**src/rtl/pbc_pkg.sv**
```systemverilog
package pbc_pkg;

  // Management register indices on the serial management interface.
  localparam logic [4:0] CTRL_INDEX = 5'h00;
  localparam logic [4:0] STATUS_INDEX = 5'h01;

  // Frame fields.
  localparam logic [1:0] OP_READ = 2'h2;
  localparam logic [1:0] OP_WRITE = 2'h1;
  localparam int unsigned PREAMBLE_LEN = 32;
  localparam logic [3:0] HDR_LAST = 4'hB;
  localparam logic [3:0] TA_LAST = 4'h1;
  localparam logic [3:0] DATA_LAST = 4'hF;

  // Control register bit positions.
  localparam int unsigned CTRL_SOFT_RST = 15;
  localparam int unsigned CTRL_LOOPBACK = 14;
  localparam int unsigned CTRL_SPEED = 13;
  localparam int unsigned CTRL_NEG = 12;
  localparam int unsigned CTRL_PWRDN = 11;
  localparam int unsigned CTRL_DUPLEX = 8;
  localparam int unsigned CTRL_COLTEST = 7;

  // Values after reset of the control bits that do not come from straps.
  localparam logic CTRL_LOOPBACK_RST = 1'b0;
  localparam logic CTRL_PWRDN_RST = 1'b0;
  localparam logic CTRL_COLTEST_RST = 1'b0;

  // Fixed status bits: capabilities 14..11, negotiation ability 3, extended capability 0.
  localparam logic [15:0] STATUS_FIXED = 16'h7809;
  localparam int unsigned STATUS_AN_DONE = 5;
  localparam int unsigned STATUS_LINK = 2;

  typedef enum logic [2:0] {
    MD_PRE,
    MD_START,
    MD_HDR,
    MD_TA,
    MD_DATA
  } pbc_mdio_state_t;

endpackage

```
**src/rtl/pbc_phy_regs.sv**
```systemverilog
`timescale 1ns/1ps
module pbc_phy_regs #(
  parameter int unsigned PREAMBLE_BITS = pbc_pkg::PREAMBLE_LEN
) (
  input wire logic clk,
  input wire logic sys_rst,
  input wire logic [4:0] phy_addr,
  input wire logic mdc,
  input wire logic mdio_in,
  output logic mdio_out,
  output logic mdio_oe,
  input wire logic negotiation_strap,
  input wire logic speed_strap,
  input wire logic duplex_strap,
  input wire logic fiber_mode_select,
  input wire logic tx_active,
  input wire logic line_collision,
  input wire logic an_speed_100,
  input wire logic an_full_duplex,
  input wire logic an_complete,
  input wire logic link_up,
  output logic collision,
  output logic speed_100,
  output logic full_duplex,
  output logic negotiation_enable,
  output logic loopback_enable,
  output logic power_down,
  output logic collision_test_enable
);

  if (PREAMBLE_BITS < 1 || PREAMBLE_BITS > 63) begin : g_bad_preamble
    $error("PREAMBLE_BITS must lie between 1 and 63");
  end

  localparam logic [5:0] PRE_TARGET = 6'(PREAMBLE_BITS);

  pbc_pkg::pbc_mdio_state_t state_ff;
  logic mdc_q_ff;
  logic [5:0] pre_cnt_ff;
  logic [3:0] bit_cnt_ff;
  logic [10:0] hdr_ff;
  logic op_wr_ff;
  logic [4:0] reg_idx_ff;
  logic [15:0] sh_ff;
  logic mdio_out_ff;
  logic mdio_oe_ff;
  logic init_done_ff;
  logic speed_select_ff;
  logic negotiation_enable_ff;
  logic duplex_select_ff;
  logic loopback_ff;
  logic power_down_ff;
  logic collision_test_enable_ff;
  logic collision_ff;
  logic speed_100_ff;
  logic full_duplex_ff;

  logic mdc_rise;
  logic [11:0] hdr_word;
  logic hdr_done;
  logic hdr_accept;
  logic [15:0] wr_word;
  logic wr_ctrl;
  logic load_dflt;
  logic [15:0] rd_word;
  logic dflt_speed;
  logic dflt_neg;
  logic dflt_duplex;

  pbc_strap_defaults u_dflt (
    .negotiation_strap(negotiation_strap),
    .speed_strap(speed_strap),
    .duplex_strap(duplex_strap),
    .fiber_mode_select(fiber_mode_select),
    .dflt_speed_select(dflt_speed),
    .dflt_negotiation_enable(dflt_neg),
    .dflt_duplex_select(dflt_duplex)
  );

  // The management clock is slow next to clk and treated as a sampled input, so one stage finds its edge.
  assign mdc_rise = mdc & ~mdc_q_ff;
  assign hdr_word = {hdr_ff, mdio_in};
  assign hdr_done = mdc_rise && (state_ff == pbc_pkg::MD_HDR) && (bit_cnt_ff == pbc_pkg::HDR_LAST);
  assign hdr_accept = (hdr_word[9:5] == phy_addr) &&
                      ((hdr_word[11:10] == pbc_pkg::OP_READ) || (hdr_word[11:10] == pbc_pkg::OP_WRITE));
  assign wr_word = {sh_ff[14:0], mdio_in};
  assign wr_ctrl = mdc_rise && (state_ff == pbc_pkg::MD_DATA) && (bit_cnt_ff == pbc_pkg::DATA_LAST) &&
                   op_wr_ff && (reg_idx_ff == pbc_pkg::CTRL_INDEX);
  // Straps are caught on the first edge after reset release, and again by a soft reset write.
  assign load_dflt = !init_done_ff || (wr_ctrl && wr_word[pbc_pkg::CTRL_SOFT_RST]);

  // Read value for the register addressed by the header now completing.
  always_comb begin
    rd_word = 16'h0000;
    if (hdr_word[4:0] == pbc_pkg::CTRL_INDEX) begin
      rd_word[pbc_pkg::CTRL_LOOPBACK] = loopback_ff;
      rd_word[pbc_pkg::CTRL_SPEED] = speed_select_ff;
      rd_word[pbc_pkg::CTRL_NEG] = negotiation_enable_ff;
      rd_word[pbc_pkg::CTRL_PWRDN] = power_down_ff;
      rd_word[pbc_pkg::CTRL_DUPLEX] = duplex_select_ff;
      rd_word[pbc_pkg::CTRL_COLTEST] = collision_test_enable_ff;
    end else if (hdr_word[4:0] == pbc_pkg::STATUS_INDEX) begin
      rd_word = pbc_pkg::STATUS_FIXED;
      rd_word[pbc_pkg::STATUS_AN_DONE] = an_complete;
      rd_word[pbc_pkg::STATUS_LINK] = link_up;
    end
  end

  always_ff @(posedge clk or posedge sys_rst) begin
    if (sys_rst) begin
      mdc_q_ff <= 1'b0;
    end else begin
      mdc_q_ff <= mdc;
    end
  end

  // Serial frame engine: preamble, start, op, address, register, turnaround, data.
  always_ff @(posedge clk or posedge sys_rst) begin
    if (sys_rst) begin
      state_ff <= pbc_pkg::MD_PRE;
      pre_cnt_ff <= 6'h00;
      bit_cnt_ff <= 4'h0;
      hdr_ff <= 11'h000;
      op_wr_ff <= 1'b0;
      reg_idx_ff <= 5'h00;
      sh_ff <= 16'h0000;
      mdio_out_ff <= 1'b0;
      mdio_oe_ff <= 1'b0;
    end else if (mdc_rise) begin
      unique case (state_ff)
        pbc_pkg::MD_PRE: begin
          if (mdio_in) begin
            if (pre_cnt_ff != PRE_TARGET) begin
              pre_cnt_ff <= pre_cnt_ff + 6'h01;
            end
          end else begin
            pre_cnt_ff <= 6'h00;
            if (pre_cnt_ff == PRE_TARGET) begin
              state_ff <= pbc_pkg::MD_START;
            end
          end
        end
        pbc_pkg::MD_START: begin
          bit_cnt_ff <= 4'h0;
          state_ff <= mdio_in ? pbc_pkg::MD_HDR : pbc_pkg::MD_PRE;
        end
        pbc_pkg::MD_HDR: begin
          hdr_ff <= hdr_word[10:0];
          bit_cnt_ff <= bit_cnt_ff + 4'h1;
          if (bit_cnt_ff == pbc_pkg::HDR_LAST) begin
            bit_cnt_ff <= 4'h0;
            if (hdr_accept) begin
              state_ff <= pbc_pkg::MD_TA;
              op_wr_ff <= (hdr_word[11:10] == pbc_pkg::OP_WRITE);
              reg_idx_ff <= hdr_word[4:0];
              sh_ff <= rd_word;
            end else begin
              state_ff <= pbc_pkg::MD_PRE;
            end
          end
        end
        pbc_pkg::MD_TA: begin
          bit_cnt_ff <= bit_cnt_ff + 4'h1;
          if (!op_wr_ff) begin
            mdio_oe_ff <= 1'b1;
            mdio_out_ff <= (bit_cnt_ff == 4'h0) ? 1'b0 : sh_ff[15];
          end
          if (bit_cnt_ff == pbc_pkg::TA_LAST) begin
            bit_cnt_ff <= 4'h0;
            state_ff <= pbc_pkg::MD_DATA;
            if (!op_wr_ff) begin
              sh_ff <= {sh_ff[14:0], 1'b0};
            end
          end
        end
        pbc_pkg::MD_DATA: begin
          bit_cnt_ff <= bit_cnt_ff + 4'h1;
          if (op_wr_ff) begin
            sh_ff <= wr_word;
          end else begin
            mdio_out_ff <= sh_ff[15];
            sh_ff <= {sh_ff[14:0], 1'b0};
          end
          if (bit_cnt_ff == pbc_pkg::DATA_LAST) begin
            bit_cnt_ff <= 4'h0;
            mdio_oe_ff <= 1'b0;
            mdio_out_ff <= 1'b0;
            state_ff <= pbc_pkg::MD_PRE;
          end
        end
      endcase
    end
  end

  always_ff @(posedge clk or posedge sys_rst) begin
    if (sys_rst) begin
      init_done_ff <= 1'b0;
    end else begin
      init_done_ff <= 1'b1;
    end
  end

  // Control register. Bits 15, 10, 9 and 6..0 hold nothing and read back as zero.
  always_ff @(posedge clk or posedge sys_rst) begin
    if (sys_rst) begin
      speed_select_ff <= 1'b0;
      negotiation_enable_ff <= 1'b0;
      duplex_select_ff <= 1'b0;
      loopback_ff <= pbc_pkg::CTRL_LOOPBACK_RST;
      power_down_ff <= pbc_pkg::CTRL_PWRDN_RST;
      collision_test_enable_ff <= pbc_pkg::CTRL_COLTEST_RST;
    end else if (load_dflt) begin
      speed_select_ff <= dflt_speed;
      negotiation_enable_ff <= dflt_neg;
      duplex_select_ff <= dflt_duplex;
      loopback_ff <= pbc_pkg::CTRL_LOOPBACK_RST;
      power_down_ff <= pbc_pkg::CTRL_PWRDN_RST;
      collision_test_enable_ff <= pbc_pkg::CTRL_COLTEST_RST;
    end else if (wr_ctrl) begin
      speed_select_ff <= wr_word[pbc_pkg::CTRL_SPEED];
      negotiation_enable_ff <= wr_word[pbc_pkg::CTRL_NEG] & ~fiber_mode_select;
      duplex_select_ff <= wr_word[pbc_pkg::CTRL_DUPLEX];
      loopback_ff <= wr_word[pbc_pkg::CTRL_LOOPBACK];
      power_down_ff <= wr_word[pbc_pkg::CTRL_PWRDN];
      // Collision test is not gated by loopback; keeping it sane is left to software.
      collision_test_enable_ff <= wr_word[pbc_pkg::CTRL_COLTEST];
    end else if (fiber_mode_select) begin
      negotiation_enable_ff <= 1'b0;
    end
  end

  // Operating mode and collision indication seen by the rest of the PHY.
  always_ff @(posedge clk or posedge sys_rst) begin
    if (sys_rst) begin
      speed_100_ff <= 1'b0;
      full_duplex_ff <= 1'b0;
      collision_ff <= 1'b0;
    end else begin
      speed_100_ff <= negotiation_enable_ff ? an_speed_100 : speed_select_ff;
      full_duplex_ff <= negotiation_enable_ff ? an_full_duplex : duplex_select_ff;
      collision_ff <= line_collision | (collision_test_enable_ff & tx_active);
    end
  end

  assign mdio_out = mdio_out_ff;
  assign mdio_oe = mdio_oe_ff;
  assign collision = collision_ff;
  assign speed_100 = speed_100_ff;
  assign full_duplex = full_duplex_ff;
  assign negotiation_enable = negotiation_enable_ff;
  assign loopback_enable = loopback_ff;
  assign power_down = power_down_ff;
  assign collision_test_enable = collision_test_enable_ff;

  chk_manual_duplex: assert property (
    @(posedge clk) disable iff (sys_rst)
    !negotiation_enable_ff |=> full_duplex_ff == $past(duplex_select_ff))
    else $error("full duplex output does not follow the duplex select bit");

  chk_collision_test_on: assert property (
    @(posedge clk) disable iff (sys_rst)
    (collision_test_enable_ff && tx_active) |=> collision_ff)
    else $error("collision not shown during transmit in collision test mode");

  chk_collision_test_off: assert property (
    @(posedge clk) disable iff (sys_rst)
    (!collision_test_enable_ff && !line_collision) |=> !collision_ff)
    else $error("collision shown with test mode off and no line collision");

  chk_speed_reset_value: assert property (
    @(posedge clk) disable iff (sys_rst)
    $rose(init_done_ff) |->
      speed_select_ff == ($past(fiber_mode_select) || $past(negotiation_strap) || $past(speed_strap)))
    else $error("speed select reset value wrong");

  chk_neg_reset_value: assert property (
    @(posedge clk) disable iff (sys_rst)
    $rose(init_done_ff) |-> negotiation_enable_ff == ($past(negotiation_strap) && !$past(fiber_mode_select)))
    else $error("negotiation enable reset value wrong");

  chk_duplex_reset_copper: assert property (
    @(posedge clk) disable iff (sys_rst)
    ($rose(init_done_ff) && !$past(fiber_mode_select)) |->
      duplex_select_ff == (!$past(negotiation_strap) && $past(duplex_strap)))
    else $error("duplex reset value wrong outside fiber mode");

  chk_duplex_reset_fiber: assert property (
    @(posedge clk) disable iff (sys_rst)
    ($rose(init_done_ff) && $past(fiber_mode_select)) |-> duplex_select_ff == $past(duplex_strap))
    else $error("duplex reset value wrong in fiber mode");

  chk_status_caps: assert property (
    @(posedge clk) disable iff (sys_rst)
    (hdr_done && hdr_accept && hdr_word[11:10] == pbc_pkg::OP_READ && hdr_word[4:0] == 5'h01) |=>
      sh_ff[15:8] == 8'h78)
    else $error("status capability bits read wrong");

  chk_negotiated_mode: assert property (
    @(posedge clk) disable iff (sys_rst)
    negotiation_enable_ff |=> (speed_100_ff == $past(an_speed_100)) && (full_duplex_ff == $past(an_full_duplex)))
    else $error("negotiated result does not override speed and duplex");

  chk_fiber_forces_neg: assert property (
    @(posedge clk) disable iff (sys_rst)
    fiber_mode_select |=> !negotiation_enable_ff)
    else $error("negotiation enable not forced low in fiber mode");

  chk_ctrl_reserved_zero: assert property (
    @(posedge clk) disable iff (sys_rst)
    (hdr_done && hdr_accept && hdr_word[4:0] == pbc_pkg::CTRL_INDEX) |=> sh_ff[6:0] == 7'h00)
    else $error("reserved control bits not read as zero");

  chk_mdio_release: assert property (
    @(posedge clk) disable iff (sys_rst)
    (mdc_rise && state_ff == pbc_pkg::MD_DATA && bit_cnt_ff == pbc_pkg::DATA_LAST) |=> !mdio_oe_ff)
    else $error("data line not released after the last data bit");

endmodule

```
**src/rtl/pbc_strap_defaults.sv**
```systemverilog
`timescale 1ns/1ps
module pbc_strap_defaults (
  input wire logic negotiation_strap,
  input wire logic speed_strap,
  input wire logic duplex_strap,
  input wire logic fiber_mode_select,
  output logic dflt_speed_select,
  output logic dflt_negotiation_enable,
  output logic dflt_duplex_select
);

  assign dflt_speed_select = fiber_mode_select | negotiation_strap | speed_strap;
  assign dflt_negotiation_enable = negotiation_strap & ~fiber_mode_select;
  // In fiber mode the negotiation strap has no say over duplex.
  assign dflt_duplex_select = fiber_mode_select ? duplex_strap : (~negotiation_strap & duplex_strap);

endmodule

```
**config.mk**
```make
export PLATFORM = sky130hd
export DESIGN_NAME = pbc_phy_regs
export DESIGN_NICKNAME = d
export VERILOG_FILES = /design/src/rtl/pbc_pkg.sv /design/src/rtl/pbc_phy_regs.sv /design/src/rtl/pbc_strap_defaults.sv
export SDC_FILE = /design/constraint.sdc
export NUM_CORES = 1
export LEC_CHECK = 0
export BUFFER_PORTS_ARGS = -buffer_cell sky130_fd_sc_hd__buf_2
export CAP_MARGIN = 20
export CORE_UTILIZATION = 50
export CTS_CLUSTER_SIZE = 12
export DETAILED_ROUTE_END_ITERATION = 7
export GPL_ROUTABILITY_DRIVEN = 0
export GPL_TIMING_DRIVEN = 0
export HOLD_SLACK_MARGIN = 0.05
export PLACE_DENSITY = 0.67
export SLEW_MARGIN = 0
export SYNTH_ARGS = -nofsm -noshare
export SYNTH_HDL_FRONTEND = slang
export SYNTH_SLANG_ARGS = --single-unit
```
**constraint.sdc**
```tcl
create_clock -name clk -period 4.53 [get_ports clk]
set_clock_uncertainty 0.15 [all_clocks]
set_input_delay 0 -clock clk [delete_from_list [all_inputs] [get_ports clk]]
set_output_delay 0 -clock clk [all_outputs]
set_load 0.05 [all_outputs]
```
==> flow_results.org <==
** Run status
- Run status :: finished clean

** Die
- Die outline area :: 6350 sq um
- In this run the count of I/O pins placed on the die edge is 28.
- The die is around 80 um tall.
- From left edge to right edge, the die measures 79.7 um.
- The floorplan has 27 rows.
- The initial utilization of the core area, before any placement, comes to 53.2%.
- Placeable core region :: 5680 sq um

** Clocking
- Number of sinks driven by the clock tree :: 59
- # H-tree levels :: 3
- Clock input transition at the sequential cells of the worst setup and hold paths :: 0.07 ns
- The tree is rooted in a clkbuf_8.
- CTS-repair resized insts :: 0
- The clock passes through at most 2 buffers.
- Post-CTS timing repair inserted 0 buffers for setup.
- Counting the buffers created by CTS gives 9.
- TritonCTS clock tree :: yes
- Worst-skew pair later-pin latency :: 0.34 ns

** Power
- Worst IR drop on VDD :: 0.000281 V
- Total power density per cell area :: 457 nW/um^2
- Leakage power total :: between 1.5 and 2 nW
- Total power for the finished layout comes to roughly 0.0017 W.

** Global routing
- The via count of the first global-routing pass is 2287.
- Wire length of the first global-routing pass :: 10700 um
- Pin count of the biggest net entering global routing :: 33
- After global routing the overflow that remains totals 0.
- Aggregate global-route resource usage :: roughly 22%
- Number of antenna violations at the first check in global routing :: 0

** Cells and area
- Of the cells placed in the final design, the portion with a size suffix greater than 1 is between 20% and 30%.
- From synthesis to final layout, the design area changed by 21.0%.
- Diode count :: 0
- Final cell utilization of the core :: around 64%
- Final #Nets :: 365
- Counting the fill cells in the layout gives between 400 and 500.

** Route
- DRT Wirelength :: 6130 um
- In the routed design, unresolved DRC markers number 0.
- Before antenna repair, the detailed router went through 4 iterations.
- In this run the remaining antenna-violating nets after routing total 0.
- Mean routed wirelength per cell :: 14.7 um
- The final route contains 2251 vias.
- Vias per inst :: 5.40
- For this block, the initial DRC count from the detailed router was 110.

** Yosys
- Sorting the synthesized cells by area gives the leading types as dfrtp_1 49%, mux2_2 7.5%, o21ai_0 4.5%.
- Cell type with the largest total area after synthesis :: dfrtp_1
- Total of flip-flops plus latches after synthesis :: 59
- Avg Inst Size Synth :: roughly 11 sq um
- Sequential area share after synthesis :: roughly half
- The synthesized netlist contains 51 unique library cells.
- Synth async-reset ratio :: 100%
- After technology mapping, the gate count stands at 285.
- Post-synth EDFFs :: 0
- Net count of the mapped netlist :: between 300 and 400
- Number of warnings printed during yosys synthesis :: 0
- Primary flip-flop cell chosen by synthesis mapping :: dfrtp_1
- Post-synth design cell area :: a little over 3000 sq um
- Portion of synthesized cell area occupied by the leading cell type :: 48.9%

** Setup path
- Critical path data arrival time :: about 3 ns
- Worst path required time :: approximately 4.6 ns
- Along the worst path, the maximum fanout reaches 6.
- The worst setup path is captured at a flip-flop.
- The worst setup path is launched from a flip-flop.
- The setup path with the least slack is of type flip-flop to flip-flop.

** Timing
- Setup repair after global routing left no endpoint under its margin.
- Transition time at the pin with the least slew margin :: just over 0.8 ns
- In this run the tightest slew margin relative to its limit is 45.1%.
- Dividing the final minimum period by the clock period gives a little over three fifths.
- Maximum operating frequency :: 0.349 GHz
- For the final routed database, the setup TNS stands at 0 ns.
- Final hold viol count :: 0
- Final critical delay including setup and external delays :: 2.86 ns
- Hold is met by approximately 0.07 ns.
- In the post-route analysis, the smallest setup slack over all paths is about 1.7 ns.
- Setup violations remaining at the end of the flow were counted as 0.
- The count of pins over their slew limit came to 0.

** Placement
- Post-DP HPWL :: 4200 um
- Number of buffers inserted by port buffering :: 26
- Timing analysis after detailed placement gives a worst setup slack of ~2 ns.

** Run
- Number of max-cap violations :: 0

** Min path
- Worst min-delay path class :: input port to flip-flop
where the power goes:
| group | internal [W] | total (W) | leakage, nW | switching, W |
|---|---|---|---|---|
| clock network | 0.000339 | 0.000548 | 0.113 | 0.000209 |
| registers | 0.000634 | 0.000731 | 0.775 | 0.0000976 |
| logic | 0.000169 | 0.000389 | 0.817 | 0.000220 |
registers in the layout, summed over array words and instances (netlist names), 3 cells and up:
register / count
state_ff: 3
reg_idx_ff: 5
sh_ff: 16
bit_cnt_ff: 4
hdr_ff: 11
pre_cnt_ff: 6
cell usage in the layout, fill, tap and decap left out, types with 2 or more instances in the layout:
master / netlist / final
buf_6: 2 / 2
bufinv_16: 0 / 2
xnor2_1: 4 / 4
nor3_1: 10 / 10
mux2_4: 6 / 6
nand3_1: 19 / 19
dlygate4sd3_1: 0 / 16
nand2_1: 22 / 22
o21bai_1: 3 / 3
mux2_1: 3 / 3
xor2_1: 2 / 2
or3_1: 2 / 2
nand4_1: 2 / 2
mux2_2: 20 / 20
mux2i_1: 2 / 2
ha_1: 6 / 6
clkbuf_1: 4 / 5
clkbuf_8: 0 / 11
o21ai_0: 27 / 27
a21oi_1: 13 / 13
and3_1: 3 / 3
and4bb_2: 2 / 2
inv_1: 19 / 18
nor2_1: 8 / 8
o22ai_1: 3 / 3
nor2b_1: 4 / 4
dfrtp_1: 59 / 59
o31ai_1: 2 / 2
nor4_1: 3 / 3
a21o_1: 5 / 5
a22o_1: 4 / 4
buf_2: 4 / 31
cells by family (layout without fill, tap and decap cells):
kind of cell	after synthesis	in the layout	synth area share, %
buffers and inverters	29	89	4.27
DFF	59	59	48.9
and+or+nand+nor	83	83	14.7
other	1	1	0.124
AOI/OAI and AO/OA	70	70	15.5
xor gates and xnor gates	6	6	1.74
muxes	31	31	12.2
adders and majority gates	6	6	2.49
worst max-delay path: stages (launching register included):
cell	delay (ns)
dfrtp_1	0.40
xnor2_1	0.14
nand4_1	0.15
dlygate4sd3_1	0.60
or3_4	0.36
or4_4	0.49
buf_6	0.16
mux2_4	0.29
Yosys cell counts, drive strengths merged, types with 2 or more instances:
| cell | number |
|---|---|
| dfrtp | 59 |
| mux2 | 29 |
| o21ai | 27 |
| nand2 | 22 |
| inv | 19 |
| nand3 | 19 |
| a21oi | 14 |
| nor3 | 10 |
| nor2 | 9 |
| buf | 6 |
| ha | 6 |
| a21o | 5 |
| a22o | 4 |
| clkbuf | 4 |
| nor2b | 4 |
| xnor2 | 4 |
| and3 | 3 |
| nor4 | 3 |
| o21bai | 3 |
| o22ai | 3 |
| o31ai | 3 |
| or3 | 3 |
| a21boi | 2 |
| and4bb | 2 |
| mux2i | 2 |
| nand4 | 2 |
| xor2 | 2 |
worst paths after layout:
kind                                        from                        end  slack [ns]  cells past startpoint
min in group asynchronous                sys_rst       sh_ff[4]$_DFFE_PP0P_        0.13                      3
max in group asynchronous                sys_rst    state_ff[1]$_DFFE_PP0P_        3.52                      4
max                        hdr_ff[7]$_DFFE_PP0P_  reg_idx_ff[3]$_DFFE_PP0P_        1.67                      7
min reg2reg                 sh_ff[0]$_DFFE_PP0P_       sh_ff[0]$_DFFE_PP0P_        0.34                      1
min                                  phy_addr[2]    state_ff[0]$_DFFE_PP0P_        0.07                      4
max reg2reg                hdr_ff[7]$_DFFE_PP0P_  reg_idx_ff[3]$_DFFE_PP0P_        1.67                      7
stage by stage:
stage	area (sq um)	cells
after CTS	3650	417
after floorplan	3020	285
after global placement	3240	383
final	3650	417
after detailed placement	3260	385
after global routing	3650	417
cell type report:
| class | count | area, sq um | share of cell area [%] |
|---|---|---|---|
| multi-input cells | 197 | 1410 | 38.7 |
| clock inverters | 4 | 72.6 | 1.99 |
| repair buffers | 44 | 315 | 8.64 |
| plain buffers | 10 | 57.6 | 1.58 |
| clock buffers | 12 | 155 | 4.25 |
| inverters | 19 | 71.3 | 1.95 |
| well taps | 72 | 90.1 | 2.47 |
| flip-flops and latches | 59 | 1480 | 40.4 |
layer usage:
layer,vias up,track usage [%],part of all wire (%)
met1,1074,29.4,50
met4,0,10.0,1.6
met5,-,0,0
li1,1141,-,-
met2,28,35.4,46
met3,8,5.03,2.5
what timing repair did:
item / 4_1_cts / 5_1_grt
setup endpoints to repair: 0 / 0
hold buffers: 16 / 0
hold endpoints to repair: 69 / 0
Power figures use the tool's default switching activity.
